===== config.mk =====
export PLATFORM = sky130hd
export DESIGN_NAME = pss_sync_gen
export DESIGN_NICKNAME = d
export VERILOG_FILES = /design/src/pss_pkg.sv /design/src/pss_sync2.sv /design/src/pss_sync_gen.sv
export SDC_FILE = /design/constraint.sdc
export NUM_CORES = 1
export LEC_CHECK = 0
export ABC_AREA = 1
export BUFFER_PORTS_ARGS = -buffer_cell sky130_fd_sc_hd__buf_2
export CAP_MARGIN = 20
export CORE_MARGIN = 2
export CORE_UTILIZATION = 35
export CTS_BUF_LIST = sky130_fd_sc_hd__clkbuf_8
export DETAILED_ROUTE_END_ITERATION = 8
export PLACE_DENSITY = 0.56
export REMOVE_ABC_BUFFERS = 1
export SYNTH_ARGS = -nofsm -noshare
export SYNTH_HDL_FRONTEND = slang
export SYNTH_SLANG_ARGS = --single-unit

===== constraint.sdc =====
create_clock -name ref_clk -period 1.6 [get_ports ref_clk]
set_input_delay 0 -clock ref_clk [delete_from_list [all_inputs] [get_ports ref_clk]]
set_output_delay 0 -clock ref_clk [all_outputs]
set_load 0.02 [all_outputs]

===== src/pss_pkg.sv =====
// Functional notes
// - two sync modes only: address mode and data mode, tied to access events
// - with a sync mode enabled, sync goes low exactly once per access cycle
// - sync falling edge comes slightly ahead of the event of interest
// - sync rising edge marks the moment address or data becomes valid
// - address mode: active from previous latch fall to latch fall in drive phase
// - data mode: source is read, write, program-store or drive phase per access
// - any other sync mode disables the sync output entirely
// - address-latch strobe runs continuously while target power is good, except it is parked high while target reset or resync holds the state counter
// - address-latch strobe stops whenever target power is unsafe
package pss_pkg;

  // ----------------------------------------
  // sync modes and access types
  // ----------------------------------------
  localparam logic [1:0] PSS_MODE_OFF  = 2'h0;
  localparam logic [1:0] PSS_MODE_ADDR = 2'h1;
  localparam logic [1:0] PSS_MODE_DATA = 2'h2;

  localparam logic [1:0] PSS_ACC_READ  = 2'h0;
  localparam logic [1:0] PSS_ACC_WRITE = 2'h1;
  localparam logic [1:0] PSS_ACC_FETCH = 2'h2;
  localparam logic [1:0] PSS_ACC_POD   = 2'h3;

  // ----------------------------------------
  // timing
  // ----------------------------------------
  localparam int          PSS_CLK_MHZ        = 250;
  localparam int          PSS_RESYNC_US      = 100;
  localparam int          PSS_RESYNC_CYC     = PSS_RESYNC_US * PSS_CLK_MHZ;
  // machine cycle is twelve pod clocks, six state phases of two clocks
  localparam logic [3:0]  PSS_STATES         = 4'hC;
  localparam logic [3:0]  PSS_LATCH_HI_FIRST = 4'h0;
  localparam logic [3:0]  PSS_LATCH_LO_FIRST = 4'h2;
  localparam logic [3:0]  PSS_LATCH2_HI      = 4'h6;
  localparam logic [3:0]  PSS_LATCH2_LO      = 4'h8;
  localparam logic [3:0]  PSS_STROBE_LO      = 4'h4;
  localparam logic [3:0]  PSS_STROBE_HI      = 4'hA;
  localparam logic [3:0]  PSS_LEAD           = 4'h1;

  typedef struct packed {
    logic       valid;
    logic [1:0] kind;
  } pss_access_t;

  typedef struct packed {
    logic addr_latch;
    logic read_n;
    logic write_n;
    logic program_store_strobe_n;
    logic pod_drive_phase;
  } pss_strobes_t;

endpackage


===== src/pss_sync2.sv =====
`timescale 1ns/10ps
module pss_sync2 (
  // clock and reset
  input  wire logic ref_clk,
  input  wire logic rst_n,
  // level
  input  wire logic din,
  output logic      dout
);

  logic meta_q;

  always_ff @(posedge ref_clk or negedge rst_n) begin
    if (!rst_n) begin
      meta_q <= 1'b0;
      dout   <= 1'b0;
    end else begin
      meta_q <= din;
      dout   <= meta_q;
    end
  end

endmodule


===== src/pss_sync_gen.sv =====
`timescale 1ns/10ps
module pss_sync_gen
  import pss_pkg::*;
#(
  parameter int RESYNC_CYC = PSS_RESYNC_CYC
) (
  // clock and reset
  input  wire logic         ref_clk,
  input  wire logic         rst_n,
  // control
  input  wire logic [1:0]   sync_mode,
  input  wire logic         run_request,
  input  wire pss_access_t  access,
  // target pins
  input  wire logic         target_power_ok,
  input  wire logic         target_reset,
  // outputs
  output pss_strobes_t      strobes,
  output logic              sync_n,
  output logic              target_run_mode,
  output logic              restart_at_reset
);

  // ----------------------------------------
  // pin inputs
  // ----------------------------------------
  logic power_ok_s;
  logic reset_s;
  logic reset_prev_q;

  pss_sync2 u_pwr (.ref_clk(ref_clk), .rst_n(rst_n), .din(target_power_ok), .dout(power_ok_s));
  pss_sync2 u_rst (.ref_clk(ref_clk), .rst_n(rst_n), .din(target_reset), .dout(reset_s));

  always_ff @(posedge ref_clk or negedge rst_n) begin
    if (!rst_n) reset_prev_q <= 1'b0;
    else        reset_prev_q <= reset_s;
  end

  // ----------------------------------------
  // run control and resync
  // ----------------------------------------
  typedef enum logic [2:0] {
    PSS_ST_IDLE   = 3'b001,
    PSS_ST_RUN    = 3'b010,
    PSS_ST_RESYNC = 3'b100
  } pss_run_t;

  pss_run_t     run_q;
  logic [31:0]  resync_cnt_q;
  logic [3:0]   state_q;
  logic         reset_rise;

  assign reset_rise = reset_s && !reset_prev_q;

  always_ff @(posedge ref_clk or negedge rst_n) begin
    if (!rst_n) begin
      run_q            <= PSS_ST_IDLE;
      resync_cnt_q     <= 32'h0;
      restart_at_reset <= 1'b0;
    end else begin
      restart_at_reset <= 1'b0;
      unique case (run_q)
        PSS_ST_IDLE: begin
          if (run_request) run_q <= PSS_ST_RUN;
        end
        PSS_ST_RUN: begin
          if (reset_rise) begin
            run_q        <= PSS_ST_RESYNC;
            resync_cnt_q <= 32'(RESYNC_CYC - 1);
          end else if (!run_request) begin
            run_q <= PSS_ST_IDLE;
          end
        end
        PSS_ST_RESYNC: begin
          // wait out target reset before counting, a held reset would misalign states
          if (reset_s) begin
            resync_cnt_q <= 32'(RESYNC_CYC - 1);
          end else if (resync_cnt_q == 32'h0) begin
            run_q            <= PSS_ST_RUN;
            restart_at_reset <= 1'b1;
          end else begin
            resync_cnt_q <= resync_cnt_q - 32'h1;
          end
        end
      endcase
    end
  end

  assign target_run_mode = (run_q == PSS_ST_RUN);

  // state counter: held at zero while resyncing so run restarts on a cycle boundary
  always_ff @(posedge ref_clk or negedge rst_n) begin
    if (!rst_n)                                       state_q <= 4'h0;
    else if (run_q == PSS_ST_RESYNC || reset_s)       state_q <= 4'h0;
    else if (state_q == PSS_STATES - 4'h1)            state_q <= 4'h0;
    else                                              state_q <= state_q + 4'h1;
  end

  // ----------------------------------------
  // strobes
  // ----------------------------------------
  logic [3:0] ahead;
  logic       latch_d;
  logic       strobe_win;
  assign ahead      = (state_q + PSS_LEAD >= PSS_STATES) ? state_q + PSS_LEAD - PSS_STATES
                                                         : state_q + PSS_LEAD;
  assign latch_d    = (state_q < PSS_LATCH_LO_FIRST) ||
                      (state_q >= PSS_LATCH2_HI && state_q < PSS_LATCH2_LO);
  assign strobe_win = (state_q >= PSS_STROBE_LO) && (state_q < PSS_STROBE_HI);

  always_ff @(posedge ref_clk or negedge rst_n) begin
    if (!rst_n) begin
      strobes <= '{addr_latch: 1'b0, read_n: 1'b1, write_n: 1'b1,
                   program_store_strobe_n: 1'b1, pod_drive_phase: 1'b0};
    end else begin
      strobes.addr_latch             <= power_ok_s && latch_d;
      strobes.read_n                 <= !(strobe_win && access.valid &&
                                          access.kind == PSS_ACC_READ);
      strobes.write_n                <= !(strobe_win && access.valid &&
                                          access.kind == PSS_ACC_WRITE);
      strobes.program_store_strobe_n <= !(strobe_win && access.valid &&
                                          access.kind == PSS_ACC_FETCH);
      strobes.pod_drive_phase        <= strobe_win && access.valid &&
                                        access.kind == PSS_ACC_POD;
    end
  end

  // ----------------------------------------
  // probe sync
  // ----------------------------------------
  logic sync_addr;
  logic sync_data;
  // address: low from latch fall of previous cycle (state 8) to latch fall of drive (state 2)
  assign sync_addr = (ahead >= PSS_LATCH2_LO) || (ahead < PSS_LATCH_LO_FIRST);
  // data: one clock ahead of the chosen strobe falling, rises one clock before the strobe rises
  assign sync_data = (ahead >= PSS_STROBE_LO) && (state_q < PSS_STROBE_HI - 4'h1);

  always_ff @(posedge ref_clk or negedge rst_n) begin
    if (!rst_n) begin
      sync_n <= 1'b1;
    end else begin
      unique case (sync_mode)
        PSS_MODE_ADDR: sync_n <= !(access.valid && sync_addr);
        PSS_MODE_DATA: sync_n <= !(access.valid && sync_data);
        default:       sync_n <= 1'b1;
      endcase
    end
  end

  AST_SYNC_OFF: assert property (@(posedge ref_clk) disable iff (!rst_n)
    (sync_mode != PSS_MODE_ADDR && sync_mode != PSS_MODE_DATA) |=> sync_n)
    else $error("sync active in disabled mode");
  AST_LATCH_PWR: assert property (@(posedge ref_clk) disable iff (!rst_n)
    !power_ok_s |=> !strobes.addr_latch)
    else $error("latch strobe with bad power");
  AST_LATCH_RUNS: assert property (@(posedge ref_clk) disable iff (!rst_n)
    (power_ok_s && !reset_s && state_q == 4'h0) [*3] |=> strobes.addr_latch)
    else $error("latch strobe missing");
  AST_IDLE_HIGH: assert property (@(posedge ref_clk) disable iff (!rst_n)
    !access.valid |=> sync_n)
    else $error("sync low without access");
  AST_RESYNC_LEAVE: assert property (@(posedge ref_clk) disable iff (!rst_n)
    (target_run_mode && reset_rise) |=> !target_run_mode)
    else $error("run mode kept on target reset");
  AST_REENTER: assert property (@(posedge ref_clk) disable iff (!rst_n)
    restart_at_reset |-> target_run_mode && state_q == 4'h0)
    else $error("rerun not at cycle start");
  AST_DATA_END: assert property (@(posedge ref_clk) disable iff (!rst_n)
    (sync_mode == PSS_MODE_DATA && access.valid && state_q == PSS_STROBE_HI - 4'h1)
    |=> sync_n)
    else $error("data sync not released on time");
  AST_ADDR_ONCE: assert property (@(posedge ref_clk) disable iff (!rst_n)
    (sync_mode == PSS_MODE_ADDR && access.valid && state_q == PSS_STROBE_LO)
    |=> sync_n)
    else $error("address sync low outside window");

  // ----------------------------------------
  // latch activity check
  // ----------------------------------------
  // cycles since the last latch rise; cleared while power is bad or the counter is held,
  // since a held counter parks the latch high on purpose
  logic [4:0] latch_gap_q;
  logic       latch_prev_q;
  logic       latch_rise;

  assign latch_rise = strobes.addr_latch && !latch_prev_q;

  always_ff @(posedge ref_clk or negedge rst_n) begin
    if (!rst_n) begin
      latch_gap_q  <= 5'h0;
      latch_prev_q <= 1'b0;
    end else begin
      latch_prev_q <= strobes.addr_latch;
      if (!power_ok_s || run_q == PSS_ST_RESYNC || reset_s || latch_rise) begin
        latch_gap_q <= 5'h0;
      end else if (latch_gap_q != 5'h1F) begin
        latch_gap_q <= latch_gap_q + 5'h1;
      end
    end
  end

  AST_LATCH_GAP: assert property (@(posedge ref_clk) disable iff (!rst_n)
    latch_gap_q < 5'(PSS_STATES))
    else $error("latch strobe stalled with good power");
  AST_DATA_LEAD: assert property (@(posedge ref_clk) disable iff (!rst_n)
    (sync_mode == PSS_MODE_DATA && access.valid && state_q == PSS_STROBE_LO - 4'h1)
    |=> !sync_n && strobes.read_n && strobes.write_n &&
        strobes.program_store_strobe_n && !strobes.pod_drive_phase)
    else $error("data sync not ahead of strobe");
  AST_ADDR_LEAD: assert property (@(posedge ref_clk) disable iff (!rst_n)
    (sync_mode == PSS_MODE_ADDR && access.valid && power_ok_s &&
     state_q == PSS_LATCH2_LO - 4'h1)
    |=> !sync_n && strobes.addr_latch)
    else $error("address sync not ahead of latch fall");
  AST_ONE_STROBE: assert property (@(posedge ref_clk) disable iff (!rst_n)
    $onehot0({!strobes.read_n, !strobes.write_n,
              !strobes.program_store_strobe_n, strobes.pod_drive_phase}))
    else $error("more than one access strobe active");
  AST_RESTART_PULSE: assert property (@(posedge ref_clk) disable iff (!rst_n)
    restart_at_reset |=> !restart_at_reset)
    else $error("rerun pulse longer than one cycle");

  COV_ADDR: cover property (@(posedge ref_clk) sync_mode == PSS_MODE_ADDR && !sync_n);
  COV_DATA: cover property (@(posedge ref_clk) sync_mode == PSS_MODE_DATA && !sync_n);
  COV_RESYNC: cover property (@(posedge ref_clk) restart_at_reset);
  COV_BADPWR: cover property (@(posedge ref_clk) !power_ok_s);
  COV_DATA_RISE: cover property (@(posedge ref_clk) sync_mode == PSS_MODE_DATA && $rose(sync_n));

endmodule


==> flow_summary.yaml <==
global_routing:
  grt_antenna_before_repair: 0
  grtUsageTotal_pct: 19.2
  grt_pass1_wl_mm: 15.6
  grt_pass1_vias: 3290
  grt_max_degree: 29
  grt_overflow: 0
drt:
  wirelength_mm: 9.41
  drt_iter0_drc: 140
  ant_nets: 0
  dr_wl_met3_um: 319
  via_per_inst: 4.70
  num_vias: 3317
  drcViolationCount: 0
  drt-met1-wl_mm: 4.22
  first_pass_iters: 4
  wl_per_cell_um: 13.4
  dr.max_layer_used: "met4"
  dr_wl_met2_mm: 4.72
sta:
  worst_pin_slew_ns: 0.576
  setup_viol: 26
  grt_setup_unrepaired: "true"
  maxSlewViolCount: 0
  fmax_ghz: 0.594
  tns_ns: -1.02
  fin_crit_sh_pct: 105
  setup_slack_ns: -0.0847
  period_needed_ns: 1.68
  slew_headroom_pct: 61.6
  hold_viol: 0
  fin_skew_ns: 0.00432
synth:
  synth.avg_cell_area_sq_um: 7.18
  synthAdderAreaFrac_pct: 2.64
  synth_top_family_by_area: "simple AND/OR/NAND/NOR gates"
  synth_compound_area_share_pct: 6.86
  synth_xor_xnor_area_share_pct: 3.43
  ys_warn_count: 0
  syn-cell-area_sq_um: 3320
  synth_cells: 462
  muxShareOfSynthArea_pct: 0
  synth_cell_types: 39
  synth_seq_area_share_pct: 38.7
  ys_seq_elements: 51
  synth_simple_gate_area_share_pct: 40.3
clock_tree:
  cts_tree: "done"
  root_buffer: "clkbuf_8"
  clkLatencyLatePin_ns: 0.31
  clk_path_buf_depth: 2
  clk_pin_slew_ns: 0.10
  cts_inserted_buffers: 5
  clkSinkCount: 51
  htreeDepth: 2
floorplanning:
  std_cell_rows: 35
  die_w_um: 101
  die_y_um: 101
  io-pin-count: 18
  initial_core_util_pct: 35.9
  die-area_sq_um: 10300
  core_area_sq_um: 9240
setup_path:
  arrival_ns: 1.89
  r2r-start: "resync_cnt_q[3]$_DFFE_PN0P_"
  cp_max_fo: 28
  critPathLaunch: "resync_cnt_q[3]$_DFFE_PN0P_"
  crit_type: "reg2reg"
  critPathLaunchType: "flop"
  end_kind: "flop"
  cp.required_ns: 1.81
pwr:
  power-per-cell-area_nw_per_um2: 1120
  p_total_mw: 5.33
  p_leak_nw: 2.37
  ir_drop_mv: 0.830
job:
  cap_violations: 0
placement:
  dpl_worst_slack_ns: -0.160
  place.port_buffers: 17
  detailedPlacementHpwl_mm: 6.89
  place_congestion: 0.840
  place_inst: 681
cells_and_area:
  syn2layout_area_growth_pct: 43.9
  diodes: 0
  stdcell_count: 705
  layout-drive-gt1-share_pct: 39.6
  fin_nets: 592
hold_path:
  min-delay-start: "sync_mode[1]"
  hp-class: "in2reg"
status:
  status: "finished with violations"
  violations: "negative setup slack"
-- critical path, stage by stage, from the launching register on --
cell and delay [ns]:
dfrtp_2 0.48, nor2_4 0.15, nand2_1 0.07, nor2_1 0.12, nand2_1 0.09, nor2_4 0.14, nand2_4 0.08, nand2_8 0.13
inv_12 0.09, o21ai_0 0.11, o21ai_2 0.08
-- state kept, by name, indices dropped and copies added, names as in the netlist --
| signal | cells |
|---|---|
| u_pwr.dout | 1 |
| run_q | 3 |
| resync_cnt_q | 32 |
| restart_at_reset | 1 |
| reset_prev_q | 1 |
| state_q | 4 |
| u_rst.dout | 1 |
| u_pwr.meta_q | 1 |
| u_rst.meta_q | 1 |
| sync_n | 1 |
| strobes | 5 |
-- cell usage after synthesis, drive strengths merged --
master / instances / area, sq um
nor2: 93 / 384
clkbuf: 2 / 7.51
nand4: 10 / 62.6
clkinv: 1 / 3.75
a21o: 1 / 7.51
o2111ai: 1 / 8.76
xor2: 10 / 87.6
dfrtp: 46 / 1150
a22oi: 1 / 7.51
dfstp: 5 / 131
xnor2: 3 / 26.3
nand2: 144 / 561
and2: 1 / 6.26
inv: 50 / 190
nand3b: 2 / 15.0
nor4: 1 / 6.26
or2: 2 / 12.5
buf: 9 / 68.8
a21oi: 4 / 23.8
nor3: 5 / 41.3
ha: 7 / 87.6
o21ai: 24 / 135
nand3: 34 / 248
o21bai: 6 / 45.0
-- kinds of logic (layout without fill, tap and decap cells) --
| family | count (synthesis) | after routing |
|---|---|---|
| xor gates and xnor gates | 13 | 13 |
| DFF | 51 | 51 |
| buffers and inverters | 62 | 176 |
| and+or+nand+nor | 292 | 292 |
| AOI/OAI and AO/OA | 37 | 37 |
| adders and majority gates | 7 | 7 |
-- layout by cell type (no fill, tap or decap), types with 8 or more instances in the layout --
| cell | netlist | routed |
|---|---|---|
| nand4_1 | 10 | 10 |
| inv_1 | 47 | 43 |
| nand3_2 | 13 | 14 |
| nand2_1 | 138 | 119 |
| nor2_4 | 2 | 11 |
| nand3_1 | 20 | 18 |
| buf_4 | 2 | 85 |
| o21ai_2 | 4 | 8 |
| nand2_2 | 5 | 17 |
| o21ai_1 | 6 | 11 |
| buf_2 | 4 | 17 |
| dfrtp_1 | 46 | 42 |
| nor2_2 | 8 | 21 |
| nor2_1 | 83 | 61 |
-- final timing paths --
kind | end | slack (ns) | depth (start not counted)
min | sync_n$_DFF_PN1_ | 0.01 | 3
min reg2reg | u_pwr.dout$_DFF_PN0_ | 0.36 | 0
max in group asynchronous | resync_cnt_q[13]$_DFFE_PN0P_ | 0.81 | 3
min in group asynchronous | resync_cnt_q[14]$_DFFE_PN0P_ | 0.21 | 2
max reg2reg | resync_cnt_q[7]$_DFFE_PN0P_ | -0.08 | 10
max | resync_cnt_q[7]$_DFFE_PN0P_ | -0.08 | 10
-- what timing repair did --
item                                    4_1_cts  5_1_grt
resized for setup                            36       67
gates cloned                                  1        1
endpoints found under the hold margin        24        0
hold buffers                                  7        0
pin swaps                                    11       17
setup buffers                                 3        4
endpoints found under the setup margin       34       33
-- power breakdown --
group          switching, mW  total (mW)  internal (mW)
Sequential             0.161        1.62           1.45
Clock                  0.479       0.789          0.310
Combinational           1.67        2.93           1.25
-- stage by stage --
step           utilization (%)  area, sq um  hold WS, ns
4_1_cts                   48.4         4470       0.0143
3_5_place_dp              45.0         4160       0.0244
5_1_grt                   51.7         4770      0.00496
6_report                  51.7         4770       0.0104
2_1_floorplan                -         3240       -0.296
3_3_place_gp              45.0         4160       0.0235
-- per-layer routing --
layer,vias up,global-route usage [%]
li1,1668,-
met1,1587,24.2
met2,50,34.0
met3,12,3.04
met4,0,5.30
met5,-,0
-- area by class of cell --
class,count,area (sq um)
Fill cell,903,4470
Tap cell,129,161
Clock inverter,3,18.8
Multi-Input combinational cell,349,2080
Sequential cell,51,1290
Timing Repair Buffer,117,948
Clock buffer,5,68.8
Inverter,51,206
Power figures use the tool's default switching activity.
